File: config.mk
export PLATFORM = sky130hd
export DESIGN_NAME = mcr_modem_cfg
export DESIGN_NICKNAME = d
export VERILOG_FILES = /design/src/mcr_pkg.sv /design/src/mcr_sync2.sv /design/src/mcr_modem_cfg.sv
export SDC_FILE = /design/constraint.sdc
export NUM_CORES = 1
export LEC_CHECK = 0
export BUFFER_PORTS_ARGS = -buffer_cell sky130_fd_sc_hd__buf_2
export CORE_MARGIN = 4
export CORE_UTILIZATION = 56
export DETAILED_ROUTE_END_ITERATION = 10
export PLACE_DENSITY = 0.84
export SYNTH_ARGS = -nofsm -noshare
export SYNTH_HDL_FRONTEND = slang
export SYNTH_SLANG_ARGS = --single-unit
File: constraint.sdc
create_clock -name clk -period 2.23 [get_ports clk]
set_input_delay 0.446 -clock clk [delete_from_list [all_inputs] [get_ports clk]]
set_output_delay 0.446 -clock clk [all_outputs]
set_load 0.02 [all_outputs]
File: src/mcr_pkg.sv
// shared constants, reset values and carrier types for the modem configuration bank
package mcr_pkg;
    // register addresses on the serial port
    localparam logic [5:0] ADDR_CARRIER_WORD_A_MID = 6'h0e;
    localparam logic [5:0] ADDR_CARRIER_WORD_A_LOW = 6'h0f;
    localparam logic [5:0] ADDR_BW_RATE = 6'h10;
    localparam logic [5:0] ADDR_RATE_MANT = 6'h11;
    localparam logic [5:0] ADDR_MOD_SYNC = 6'h12;
    // header byte layout
    localparam int HDR_READ_BIT = 7;
    localparam int HDR_BURST_BIT = 6;
    localparam int HDR_ADDR_W = 6;
    // field positions
    localparam int BW_EXP_LSB = 6;
    localparam int BW_MANT_LSB = 4;
    localparam int RATE_EXP_LSB = 0;
    localparam int DC_BYPASS_BIT = 7;
    localparam int MOD_LSB = 4;
    localparam int MANCH_BIT = 3;
    localparam int SYNC_LSB = 0;
    // field and register reset values
    localparam logic [7:0] RST_CARRIER_WORD_A_MID = 8'hc4;
    localparam logic [7:0] RST_CARRIER_WORD_A_LOW = 8'hec;
    localparam logic [1:0] RST_BW_EXP = 2'h2;
    localparam logic [1:0] RST_BW_MANT = 2'h0;
    localparam logic [3:0] RST_RATE_EXP = 4'hc;
    localparam logic [7:0] RST_RATE_MANT = 8'h22;
    localparam logic RST_DC_BYPASS = 1'b0;
    localparam logic [2:0] RST_MOD = 3'h0;
    localparam logic RST_MANCH = 1'b0;
    localparam logic [2:0] RST_SYNC = 3'h2;
    localparam logic [7:0] RST_BW_RATE = {RST_BW_EXP, RST_BW_MANT, RST_RATE_EXP};
    localparam logic [7:0] RST_MOD_SYNC = {RST_DC_BYPASS, RST_MOD, RST_MANCH, RST_SYNC};
    // modulation codes
    localparam logic [2:0] MOD_2FSK = 3'h0;
    localparam logic [2:0] MOD_GFSK = 3'h1;
    localparam logic [2:0] MOD_OOK = 3'h3;
    localparam logic [2:0] MOD_4FSK = 3'h4;
    // sync qualifier low two bits and tolerated bit errors
    localparam logic [1:0] SYNC_NONE = 2'h0;
    localparam logic [1:0] SYNC_16_LOOSE = 2'h1;
    localparam logic [1:0] SYNC_32 = 2'h3;
    localparam logic [1:0] ERR_16_LOOSE = 2'h1;
    localparam logic [1:0] ERR_32 = 2'h2;
    localparam logic [8:0] RATE_HIDDEN_ONE = 9'h100;
    localparam logic [8:0] BW_MANT_BASE = 9'h004;
    localparam int BW_DIV_SHIFT = 3;

    typedef enum logic {MCR_SPI_HEADER, MCR_SPI_DATA} mcr_spi_state_t;

    // decoded settings handed to the modem datapath
    typedef struct packed {
        logic [23:0] carrier_word_a;
        logic [1:0] bandwidth_exponent;
        logic [1:0] bandwidth_mantissa;
        logic [8:0] decimation_ratio;
        logic [3:0] rate_exponent;
        logic [8:0] rate_mantissa;
        logic dc_block_bypass;
        logic [2:0] modulation_select;
        logic modulation_reserved;
        logic manchester_en;
        logic manchester_conflict;
        logic sync_check_en;
        logic sync_word_32;
        logic [1:0] sync_max_errors;
        logic carrier_sense_req;
    } mcr_modem_cfg_t;
endpackage : mcr_pkg

File: src/mcr_sync2.sv
// two flip-flop synchroniser for pin inputs
`timescale 1ns/1ps
`default_nettype none
module mcr_sync2 #(
    parameter int W = 1,
    parameter logic [W-1:0] RESET_VAL = '0
) (
    input wire logic clk,
    input wire logic rst,
    input wire logic [W-1:0] d,
    output logic [W-1:0] q
);
    logic [W-1:0] meta_reg;

    // first stage feeds only the second stage
    always_ff @(posedge clk) begin
        if (rst) begin
            meta_reg <= RESET_VAL;
            q <= RESET_VAL;
        end else begin
            meta_reg <= d;
            q <= meta_reg;
        end
    end
endmodule : mcr_sync2
`default_nettype wire

File: src/mcr_modem_cfg.sv
// modem configuration register bank behind a serial peripheral port
`timescale 1ns/1ps
`default_nettype none
module mcr_modem_cfg (
    input wire logic clk,
    input wire logic rst,
    input wire logic spi_sclk,
    input wire logic spi_cs_n,
    input wire logic spi_mosi,
    input wire logic [5:0] carrier_carrier_word_a_high,
    output logic spi_miso,
    output logic spi_miso_oe,
    output mcr_pkg::mcr_modem_cfg_t modem_cfg
);
    logic sclk_s, cs_n_s, mosi_s;
    logic sclk_d_reg;
    logic rise, fall;
    mcr_pkg::mcr_spi_state_t state_reg, state_next;
    logic [2:0] bit_cnt_reg, bit_cnt_next;
    logic [6:0] rx_sh_reg, rx_sh_next;
    logic [7:0] tx_sh_reg, tx_sh_next;
    logic [5:0] addr_reg, addr_next;
    logic rd_reg, rd_next, burst_reg, burst_next;
    logic load_reg, load_next;
    logic miso_next, miso_oe_next;
    logic [7:0] in_byte, rdata;
    logic wr_en;
    logic [5:0] wr_addr;
    logic [7:0] wr_data;
    logic [7:0] carrier_word_a_mid_reg, carrier_word_a_mid_next, carrier_word_a_low_reg, carrier_word_a_low_next;
    logic [7:0] bw_rate_reg, bw_rate_next, rate_mant_reg, rate_mant_next;
    logic [7:0] mod_sync_reg, mod_sync_next;
    mcr_pkg::mcr_modem_cfg_t cfg_next;

    // pins pass two flops before use
    mcr_sync2 #(.W(3), .RESET_VAL(3'h2)) u_pin_sync (
        .clk(clk),
        .rst(rst),
        .d({spi_sclk, spi_cs_n, spi_mosi}),
        .q({sclk_s, cs_n_s, mosi_s})
    );

    assign rise = sclk_s & ~sclk_d_reg;
    assign fall = ~sclk_s & sclk_d_reg;
    assign in_byte = {rx_sh_reg, mosi_s};

    // read mux, unmapped addresses read zero
    always_comb begin
        case (addr_reg)
            mcr_pkg::ADDR_CARRIER_WORD_A_MID: rdata = carrier_word_a_mid_reg;
            mcr_pkg::ADDR_CARRIER_WORD_A_LOW: rdata = carrier_word_a_low_reg;
            mcr_pkg::ADDR_BW_RATE: rdata = bw_rate_reg;
            mcr_pkg::ADDR_RATE_MANT: rdata = rate_mant_reg;
            mcr_pkg::ADDR_MOD_SYNC: rdata = mod_sync_reg;
            default: rdata = 8'h00;
        endcase
    end

    // serial engine: sample on rising sclk, shift out on falling sclk
    always_comb begin
        state_next = state_reg;
        bit_cnt_next = bit_cnt_reg;
        rx_sh_next = rx_sh_reg;
        tx_sh_next = tx_sh_reg;
        addr_next = addr_reg;
        rd_next = rd_reg;
        burst_next = burst_reg;
        load_next = load_reg;
        wr_en = 1'b0;
        wr_addr = addr_reg;
        wr_data = in_byte;
        miso_oe_next = ~cs_n_s;
        if (cs_n_s) begin
            state_next = mcr_pkg::MCR_SPI_HEADER;
            bit_cnt_next = 3'h0;
            tx_sh_next = 8'h00;
            load_next = 1'b0;
        end else if (rise) begin
            rx_sh_next = in_byte[6:0];
            bit_cnt_next = bit_cnt_reg + 3'h1;
            if (bit_cnt_reg == 3'h7) begin
                case (state_reg)
                    mcr_pkg::MCR_SPI_HEADER: begin
                        addr_next = in_byte[mcr_pkg::HDR_ADDR_W-1:0];
                        rd_next = in_byte[mcr_pkg::HDR_READ_BIT];
                        burst_next = in_byte[mcr_pkg::HDR_BURST_BIT];
                        load_next = in_byte[mcr_pkg::HDR_READ_BIT];
                        state_next = mcr_pkg::MCR_SPI_DATA;
                    end
                    mcr_pkg::MCR_SPI_DATA: begin
                        wr_en = ~rd_reg;
                        addr_next = burst_reg ? addr_reg + 6'h01 : addr_reg;
                        load_next = rd_reg;
                    end
                    default: state_next = mcr_pkg::MCR_SPI_HEADER;
                endcase
            end
        end else if (fall) begin
            if (load_reg) begin
                tx_sh_next = rdata;
                load_next = 1'b0;
            end else begin
                tx_sh_next = {tx_sh_reg[6:0], 1'b0};
            end
        end
        miso_next = tx_sh_next[7];
    end

    // serial engine registers
    always_ff @(posedge clk) begin
        if (rst) begin
            sclk_d_reg <= 1'b0;
            state_reg <= mcr_pkg::MCR_SPI_HEADER;
            bit_cnt_reg <= 3'h0;
            rx_sh_reg <= 7'h00;
            tx_sh_reg <= 8'h00;
            addr_reg <= 6'h00;
            rd_reg <= 1'b0;
            burst_reg <= 1'b0;
            load_reg <= 1'b0;
            spi_miso <= 1'b0;
            spi_miso_oe <= 1'b0;
        end else begin
            sclk_d_reg <= sclk_s;
            state_reg <= state_next;
            bit_cnt_reg <= bit_cnt_next;
            rx_sh_reg <= rx_sh_next;
            tx_sh_reg <= tx_sh_next;
            addr_reg <= addr_next;
            rd_reg <= rd_next;
            burst_reg <= burst_next;
            load_reg <= load_next;
            spi_miso <= miso_next;
            spi_miso_oe <= miso_oe_next;
        end
    end

    // register writes; reserved modulation codes are stored as written
    always_comb begin
        carrier_word_a_mid_next = carrier_word_a_mid_reg;
        carrier_word_a_low_next = carrier_word_a_low_reg;
        bw_rate_next = bw_rate_reg;
        rate_mant_next = rate_mant_reg;
        mod_sync_next = mod_sync_reg;
        if (wr_en) begin
            case (wr_addr)
                mcr_pkg::ADDR_CARRIER_WORD_A_MID: carrier_word_a_mid_next = wr_data;
                mcr_pkg::ADDR_CARRIER_WORD_A_LOW: carrier_word_a_low_next = wr_data;
                mcr_pkg::ADDR_BW_RATE: bw_rate_next = wr_data;
                mcr_pkg::ADDR_RATE_MANT: rate_mant_next = wr_data;
                mcr_pkg::ADDR_MOD_SYNC: mod_sync_next = wr_data;
                default: mod_sync_next = mod_sync_reg;
            endcase
        end
    end

    // register storage with power-on defaults
    always_ff @(posedge clk) begin
        if (rst) begin
            carrier_word_a_mid_reg <= mcr_pkg::RST_CARRIER_WORD_A_MID;
            carrier_word_a_low_reg <= mcr_pkg::RST_CARRIER_WORD_A_LOW;
            bw_rate_reg <= mcr_pkg::RST_BW_RATE;
            rate_mant_reg <= mcr_pkg::RST_RATE_MANT;
            mod_sync_reg <= mcr_pkg::RST_MOD_SYNC;
        end else begin
            carrier_word_a_mid_reg <= carrier_word_a_mid_next;
            carrier_word_a_low_reg <= carrier_word_a_low_next;
            bw_rate_reg <= bw_rate_next;
            rate_mant_reg <= rate_mant_next;
            mod_sync_reg <= mod_sync_next;
        end
    end

    // decode fields into datapath settings
    always_comb begin
        logic [2:0] mod;
        logic [1:0] sq;
        mod = mod_sync_reg[mcr_pkg::MOD_LSB +: 3];
        sq = mod_sync_reg[mcr_pkg::SYNC_LSB +: 2];
        cfg_next = '0;
        cfg_next.carrier_word_a = {2'b00, carrier_carrier_word_a_high, carrier_word_a_mid_reg, carrier_word_a_low_reg};
        cfg_next.bandwidth_exponent = bw_rate_reg[mcr_pkg::BW_EXP_LSB +: 2];
        cfg_next.bandwidth_mantissa = bw_rate_reg[mcr_pkg::BW_MANT_LSB +: 2];
        cfg_next.decimation_ratio = (({7'h00, cfg_next.bandwidth_mantissa}
            + mcr_pkg::BW_MANT_BASE) << mcr_pkg::BW_DIV_SHIFT)
            << cfg_next.bandwidth_exponent;
        cfg_next.rate_exponent = bw_rate_reg[mcr_pkg::RATE_EXP_LSB +: 4];
        cfg_next.rate_mantissa = mcr_pkg::RATE_HIDDEN_ONE | {1'b0, rate_mant_reg};
        cfg_next.dc_block_bypass = mod_sync_reg[mcr_pkg::DC_BYPASS_BIT];
        cfg_next.modulation_select = mod;
        cfg_next.modulation_reserved = !(mod inside {mcr_pkg::MOD_2FSK, mcr_pkg::MOD_GFSK,
            mcr_pkg::MOD_OOK, mcr_pkg::MOD_4FSK});
        cfg_next.manchester_en = mod_sync_reg[mcr_pkg::MANCH_BIT];
        cfg_next.manchester_conflict = mod_sync_reg[mcr_pkg::MANCH_BIT]
            && (mod == mcr_pkg::MOD_4FSK);
        cfg_next.sync_check_en = (sq != mcr_pkg::SYNC_NONE);
        cfg_next.sync_word_32 = (sq == mcr_pkg::SYNC_32);
        if (sq == mcr_pkg::SYNC_16_LOOSE) begin
            cfg_next.sync_max_errors = mcr_pkg::ERR_16_LOOSE;
        end else if (sq == mcr_pkg::SYNC_32) begin
            cfg_next.sync_max_errors = mcr_pkg::ERR_32;
        end
        cfg_next.carrier_sense_req = mod_sync_reg[mcr_pkg::SYNC_LSB + 2];
    end

    // decoded settings leave from flops
    always_ff @(posedge clk) begin
        if (rst) begin
            modem_cfg <= '0;
        end else begin
            modem_cfg <= cfg_next;
        end
    end
endmodule : mcr_modem_cfg
`default_nettype wire

Yosys cells after proc, flatten, opt, wreduce, memory -nomap -nowiden
Cells that the tools add are included.
- word-level logic and storage cells: 95
- output and inout port bits: 64
- bits of input ports: 11
- register bits after elaboration: 138
- bitwise operators: 8
- equality and inequality tests: 13
- shift operators: 1
- multiplexer cells: 15
- reductions and logical operators: 19
- add/sub/neg operators: 3
- operators by type and width (operator ; number):
    $pmux 8 s5 ; 1
    $mux 21 ; 1
    $eq 6x5->1 const B ; 3
    $reduce_and 2->1 ; 9
    $eq 6x4->1 const B ; 2
    $pmux 6 s2 ; 1
    $shl 7x2->9 ; 1
    $mux 8 ; 1
    $reduce_and 4->1 ; 2
    $mux 1 ; 7
    $add 6x1->6 const B ; 1
    $eq 3x3->1 const B ; 2
    $mux 6 ; 1
    $not 1->1 ; 6
    $add 2x3->4 const B ; 1
    $mux 2 ; 2
    $ne 2x1->1 const B ; 2
    $reduce_bool 2->1 ; 2
    $reduce_bool 4->1 ; 1
    $reduce_or 2->1 ; 2
    $add 3x1->3 const B ; 1
    $eq 3x1->1 const B ; 1
    $eq 3x2->1 const B ; 1
    $logic_not 3->1 ; 1
    6 further kinds ; 7

Depth between registers and ports, before layout
Gate-level depths: netlist of the first run.
- word-level depth: 6
- mapped depth: 8
- mapped depth without buffers: 6

By module
A second synthesis of the first run with hierarchy kept.
- cell total of the unflattened synthesis: 501
- area total of the unflattened synthesis: 4875.9 um^2
- modules (own cells, without submodules) (module ; cells an instance ; area an instance (um^2) ; instances ; seq. area each (um^2)):
    mcr_modem_cfg ; 489 ; 4718.3 ; 1 ; 2542.4
    mcr_sync2 ; 12 ; 157.7 ; 1 ; 120.1

Worst setup path after synthesis of the first run
No wires, ideal clock.
- kind: reg-to-reg
- from: register bit_cnt_reg[0]
- to: register rate_mant_reg[2]
- required time: 2.107 ns
- path buffers: 1
- slack: 0.392 ns
- data arrival time: 1.714 ns
- cell stages (with the launch flop): 8
- library setup time: 0.123 ns
- period minus slack after synthesis: 1.838 ns
- cells stage by stage: dfxtp_1 -> ha_1 -> ha_1 -> and4bb_1 -> and2_1 -> buf_2 -> nand3_4 -> mux2_1
- word-level cells in the longest chain between the ends: 5
- RTL lines (element ; line ; source):
    from (decl) ; mcr_modem_cfg.sv:19 ; logic [2:0] bit_cnt_reg, bit_cnt_next;
    from (signal assigned) ; mcr_modem_cfg.sv:126 ; bit_cnt_reg <= bit_cnt_next;
    $eq 3x3->1 ; mcr_modem_cfg.sv:81 ; if (bit_cnt_reg == 3'h7) begin
    $mux 1 ; mcr_modem_cfg.sv:81 ;
    $mux 1 ; mcr_modem_cfg.sv:78 ; end else if (rise) begin
    $mux 1 ; mcr_modem_cfg.sv:73 ; if (cs_n_s) begin
    $reduce_and 2->1 (no source line) ; n/a ;
    to (signal assigned) ; mcr_modem_cfg.sv:163 ; rate_mant_reg <= mcr_pkg::RST_RATE_MANT;
    to (signal assigned) ; mcr_modem_cfg.sv:169 ; rate_mant_reg <= rate_mant_next;
    to (decl) ; mcr_modem_cfg.sv:31 ; logic [7:0] bw_rate_reg, bw_rate_next, rate_mant_reg, rate_mant_next;
No other way between the ends.
A chain may end at the register's enable or synchronous reset.

Worst setup path after layout of the first run
- from: register addr_reg[0]
- to: register tx_sh_reg[4]
- word-level cells in the longest chain between the ends: 3
- elaborated cells on any way between the ends: 7
- classes of those cells: eq/ne (5); mux (2)
- RTL lines (element ; line ; source):
    from (decl) ; mcr_modem_cfg.sv:22 ; logic [5:0] addr_reg, addr_next;
    from (signal assigned) ; mcr_modem_cfg.sv:129 ; addr_reg <= addr_next;
    $eq 6x5->1 / $eq 6x4->1 (equally long branches) ; mcr_modem_cfg.sv:49 ; case (addr_reg)
    $pmux 8 s5 * ; mcr_modem_cfg.sv:49 ;
    $mux 8 * ; mcr_modem_cfg.sv:99 ; if (load_reg) begin
    to (signal assigned) ; mcr_modem_cfg.sv:128 ; tx_sh_reg <= tx_sh_next;
    to (decl) ; mcr_modem_cfg.sv:21 ; logic [7:0] tx_sh_reg, tx_sh_next;
Mark *: on every way between the ends. The rest lies on a longest branch, timed or not.

==> results of run 1 <==
metal layers:
layer / share of wire (%) / wire length [µm]
met1: 43 / 4620
met2: 47 / 5060
met3: 7.4 / 802
met4: 3.1 / 340
met5: 0 / 0
path summary, 6_finish.rpt:
check                                    startpoint                                end  slack, ps  cells after the start
setup / recovery           addr_reg[0]$_SDFFE_PP0P_          tx_sh_reg[4]$_SDFFE_PP0P_        150                      6
hold / removal                             spi_cs_n  u_pin_sync.meta_reg[1]$_SDFF_PP1_        110                      2
setup reg to reg           addr_reg[0]$_SDFFE_PP0P_          tx_sh_reg[4]$_SDFFE_PP0P_        150                      6
hold reg to reg   u_pin_sync.meta_reg[1]$_SDFF_PP1_         u_pin_sync.q[1]$_SDFF_PP1_        410                      1
power by group:
part / switching, µW / internal, µW
Sequential: 9.09 / 2400
Combinational: 90.2 / 38.0
Clock: 1040 / 1600
Total: 1140 / 4040
through the flow:
stage          area, µm²  worst slack, ps  cells  power, µW
2_1_floorplan       4900              392    482       2560
3_5_place_dp        5230              193    628       2590
5_1_grt             5790             41.5    659       5340
3_3_place_gp        5230              272    628       2590
4_1_cts             5790              167    659       5210
6_report            5790              150    659       5190
layout make-up:
| class | count | area [µm²] | share of cell area (%) |
|---|---|---|---|
| flip-flops and latches | 133 | 2660 | 46.0 |
| multi-input cells | 282 | 1910 | 33.0 |
| clock buffers | 18 | 418 | 7.21 |
| repair buffers | 77 | 405 | 7.00 |
| clock inverters | 13 | 150 | 2.59 |
| well taps | 105 | 131 | 2.27 |
| inverters | 31 | 116 | 2.01 |
cell usage in the layout, fill, tap and decap left out, types with 7 or more instances in the layout:
| master | count |
|---|---|
| a22oi_1 | 8 |
| buf_2 | 69 |
| nor2_1 | 46 |
| o221ai_1 | 7 |
| nand2_1 | 48 |
| mux2i_1 | 48 |
| nor2b_1 | 32 |
| buf_4 | 8 |
| a21oi_1 | 10 |
| o211ai_1 | 7 |
| a222oi_1 | 8 |
| clkbuf_16 | 16 |
| dfxtp_1 | 133 |
| inv_1 | 29 |
kinds of logic after synthesis:
logic type      Yosys count  synth area share, %
simple gates            159                 17.2
flops                   133                 54.5
buf+inv                  67                 6.78
compound gates           59                 9.01
mux                      52                 10.7
fa+ha+maj                 6                 1.54
other cells               1               0.0767
xor+xnor                  1                0.179
==> results.py, run 1 <==
metrics = {
    "cells_and_area": {
        "post-route-util_pct": 69.5,
        "num_antenna_cells": 0,
        "syn_to_final_growth_pct": 18.5,
        "top_register": "modem_cfg",
        "final_nets": 559,
        "n_fill_cell": 584,
        "largest_reg_flops": 57,
        "drive_above_1_share_pct": 21.1,
    },
    "placed_design": {
        "dp_hpwl_mm": 7.51,
        "place_congestion": 0.835,
        "io_buffer_count": 69,
    },
    "clock_network": {
        "clock-root-buffer": "clkbuf_8",
        "postCtsHoldBufs": 0,
        "cts_setup_buffers": 0,
        "clock-sinks": 133,
        "cts_tree": "yes",
        "cts_resized": 0,
        "htreeDepth": 4,
        "cts.path.max_buffers": 2,
        "clock_latency_ps": 510,
        "clk_pin_slew_ps": 60,
        "numCtsBuffers": 17,
    },
    "sta": {
        "fin_tns_setup_ps": 0,
        "finalCritPeriodShare_pct": 93.3,
        "clock.fmax_ghz": 0.481,
        "rsz0062_at_grt": "no",
        "slew_violations": 0,
        "finClkSkew_ps": 5.32,
        "slew_headroom_pct": 60.5,
        "holdWs_ps": 107,
        "period_minus_slack_ps": 2080,
        "hold_viol": 0,
        "setup_viol": 0,
        "tightestPinTransition_ps": 593,
    },
    "worst_setup_path": {
        "cpMaxStageDelayCell": "a222oi_1",
        "cp-start-kind": "flop",
        "worst_ep_required_time_ps": 2630,
        "cpPeakStageDelay_ps": 630,
        "cp_cell_sequence": "inv_1, ha_1, a222oi_1, o221ai_1, o211ai_1, nand2_1",
        "path_max_fanout": 10,
        "cp.arrival_ps": 2480,
        "crit_family": "compound AO/OA/AOI/OAI gates",
        "end_kind": "flop",
        "path_buf_inv": 1,
        "criticalPathCategory": "reg -> reg",
    },
    "die": {
        "core-area_um2": 8340,
        "start_util_pct": 58.6,
        "boundaryPins": 75,
        "row_count": 33,
        "die_h_um": 101,
        "dieArea_um2": 10300,
        "die_w_um": 101,
    },
    "yosys": {
        "synthArstFlopShare_pct": 0,
        "yosysSeqAreaShare_pct": 54.5,
        "synth_cell_types": 54,
        "ys.flop_type": "dfxtp_1",
        "synth_edf_count": 0,
        "synth_top_cell_by_area": "dfxtp_1",
        "syn_area_um2": 4890,
        "synth_top_cell_area_share_pct": 54.5,
        "netlist_instances": 478,
        "synthTopCellsByArea": "dfxtp_1 54%, mux2i_1 9.8%, nor2b_1 4.1%, nand2_1 3.7%, nor2_1 3.5%",
        "synth_warnings": 0,
        "ys_top_cells_by_count": "133 x dfxtp_1, 48 x mux2i_1, 48 x nand2_1, 46 x nor2_1, 32 x nor2b_1",
        "synth.most_common_cell": "dfxtp_1",
        "ys_ff_latch": 133,
        "post_synth.cell_area_avg_um2": 10.2,
    },
    "global_routing": {
        "met2_usage_pct": 33.8,
        "grt_pass1_wl_mm": 17.3,
        "overflow": 0,
        "grt_use_met3_pct": 5.79,
        "grt_usage_pct": 21.8,
        "grt_pass1_vias": 3492,
        "grt_max_degree": 50,
        "antenna_found_initial": 0,
        "busiest_layer": "met2",
        "use_met1_pct": 27.8,
    },
    "detailed_routing": {
        "ant_nets": 0,
        "routed_wl_mm": 10.8,
        "dr.first_iter.drc_count": 350,
        "via_per_inst": 5.54,
        "routedWlPerCell_um": 16.4,
        "drc": 0,
        "num_vias": 3654,
        "dr.pass1.iters": 7,
    },
    "run_status": {
        "status": "complete, no violations",
    },
    "power": {
        "ir_drop_mv": 0.681,
        "power.leakage_uw": 0.00271,
        "pwr_density_cell_nw_per_um2": 895,
    },
    "hold_path": {
        "hold_path_class": "in -> reg",
    },
    "flow_run": {
        "max_cap_viol_count": 0,
    },
}
No activity file was read; power rests on OpenSTA's default activity.
==> run 2: changes to the inputs <==
CORE_MARGIN = 8   (was 4)
==> results.py, run 2 (synthesis gave the netlist of run 1 again) <==
metrics = {
    "run_status": {
        "status": "complete, no violations",
    },
    "clock_network": {
        "htreeDepth": 4,
        "clock_latency_ps": 530,
        "cts_resized": 0,
        "clk_pin_slew_ps": 60,
        "postCtsHoldBufs": 0,
        "cts.path.max_buffers": 2,
        "cts_tree": "yes",
        "numCtsBuffers": 17,
        "clock-sinks": 133,
        "cts_setup_buffers": 0,
        "clock-root-buffer": "clkbuf_8",
    },
    "cells_and_area": {
        "largest_reg_flops": 57,
        "drive_above_1_share_pct": 21.9,
        "post-route-util_pct": 67.5,
        "design_area_um2": 5800,
        "num_antenna_cells": 0,
        "n_fill_cell": 604,
        "ff_latch_area_um2": 2660,
        "multiInputGateArea_um2": 1910,
        "final_cell_mix": "133 x dfxtp_1, 69 x buf_2, 48 x nand2_1, 48 x mux2i_1, 46 x nor2_1",
        "top_register": "modem_cfg",
        "syn_to_final_growth_pct": 18.7,
        "final_common_cell": "dfxtp_1",
        "final_cells": 666,
        "final_nets": 562,
    },
    "detailed_routing": {
        "routedWlPerCell_um": 17.8,
        "num_vias": 3772,
        "ant_nets": 0,
        "dr.pass1.iters": 5,
        "drc": 0,
        "via_per_inst": 5.66,
        "dr.first_iter.drc_count": 390,
        "routed_wl_mm": 11.8,
    },
    "die": {
        "start_util_pct": 56.9,
        "row_count": 34,
        "dieArea_um2": 12000,
        "die_w_um": 109,
        "core-area_um2": 8590,
        "boundaryPins": 75,
        "die_h_um": 109,
    },
    "placed_design": {
        "dp_hpwl_mm": 8.03,
        "place_congestion": 0.910,
        "placed_area_um2": 5250,
        "placed_cells": 634,
        "io_buffer_count": 69,
    },
    "worst_setup_path": {
        "path_max_fanout": 8,
        "end_kind": "flop",
        "cpMaxStageDelayCell": "dfxtp_1",
        "r2r-start": "bit_cnt_reg[0]$_SDFFE_PP0P_",
        "worst_ep_required_time_ps": 2670,
        "cpPeakStageDelay_ps": 360,
        "cp_cell_sequence": "ha_1, ha_1, and4bb_1, and2_1, nand3_2, mux2i_1",
        "critPathLaunch": "bit_cnt_reg[0]$_SDFFE_PP0P_",
        "r2r_end": "bw_rate_reg[5]$_SDFFE_PP0P_",
        "cp.arrival_ps": 2370,
        "path_buf_inv": 0,
        "critPathMostFrequentCell": "ha_1",
        "cp-start-kind": "flop",
        "criticalPathCategory": "reg -> reg",
        "reg2reg_depth": 6,
        "crit_family": "simple AND/OR/NAND/NOR gates",
        "ff2ff_setup_slack_ps": 300,
    },
    "global_routing": {
        "overflow": 0,
        "antenna_found_initial": 0,
        "grt_pass1_wl_mm": 18.3,
        "grt_pass1_vias": 3573,
        "grt_usage_pct": 20.1,
        "grt_max_degree": 46,
    },
    "flow_run": {
        "max_cap_viol_count": 0,
    },
    "sta": {
        "tightestPinTransition_ps": 602,
        "rsz0062_at_grt": "no",
        "slew_violations": 0,
        "hold_viol": 0,
        "period_minus_slack_ps": 1930,
        "setup_viol": 0,
        "finalCritPeriodShare_pct": 86.7,
        "slew_headroom_pct": 59.6,
        "clock.fmax_ghz": 0.517,
        "fin_tns_setup_ps": 0,
        "finClkSkew_ps": 6.23,
    },
    "hold_path": {
        "min_path_cells": 2,
        "min_to": "u_pin_sync.meta_reg[1]$_SDFF_PP1_",
        "hold_path_class": "in -> reg",
        "min_from": "spi_cs_n",
    },
    "power": {
        "ir_drop_mv": 0.553,
        "finalPower_uw": 5110,
        "power.leakage_uw": 0.00273,
        "pwr_density_cell_nw_per_um2": 881,
    },
}
[run 2: final cells by class]
| cell class | count | share of cell area [%] |
|---|---|---|
| clock buffers | 17 | 7.14 |
| clock inverters | 15 | 2.35 |
| flip-flops and latches | 133 | 45.9 |
| multi-input cells | 282 | 32.9 |
| repair buffers | 80 | 7.38 |
| well taps | 108 | 2.33 |
| inverters | 31 | 2.01 |
[run 2: worst reg2reg max path: stages (launching register included)]
cell and delay (ps):
dfxtp_1 360, ha_1 170, ha_1 160, and4bb_1 220
and2_1 290, nand3_2 330, mux2i_1 320
[run 2: how the worst max path moves through the flow]
stage,end,slack (ps),cells after the start
floorplan,rate_mant_reg[2]$_SDFFE_PP0P_,390,7
global placement,tx_sh_reg[6]$_SDFFE_PP0P_,410,5
detailed placement,rate_mant_reg[7]$_SDFFE_PP0P_,350,6
CTS,bw_rate_reg[5]$_SDFFE_PP0P_,310,6
global route,tx_sh_reg[1]$_SDFFE_PP0P_,190,7
finish,bw_rate_reg[5]$_SDFFE_PP0P_,300,6
[run 2: routing by layer]
layer	share of wire, %	routed length (µm)	track usage, %
met1	38	4530	23.0
met2	48	5630	33.2
met3	11	1300	6.62
met4	3.2	374	9.45
met5	0	0	0
[run 2: per-stage QoR]
stage	hold slack, ps	setup slack (ps)
2_1_floorplan	383	392
5_1_grt	90.5	188
4_1_cts	77.3	307
3_5_place_dp	404	353
6_report	87.4	297
3_3_place_gp	387	408
[run 2: report_power, final]
group	switching (µW)	internal [µW]
combinational	93.2	39.7
sequential	9.48	2400
clock	1150	1420
total	1250	3860
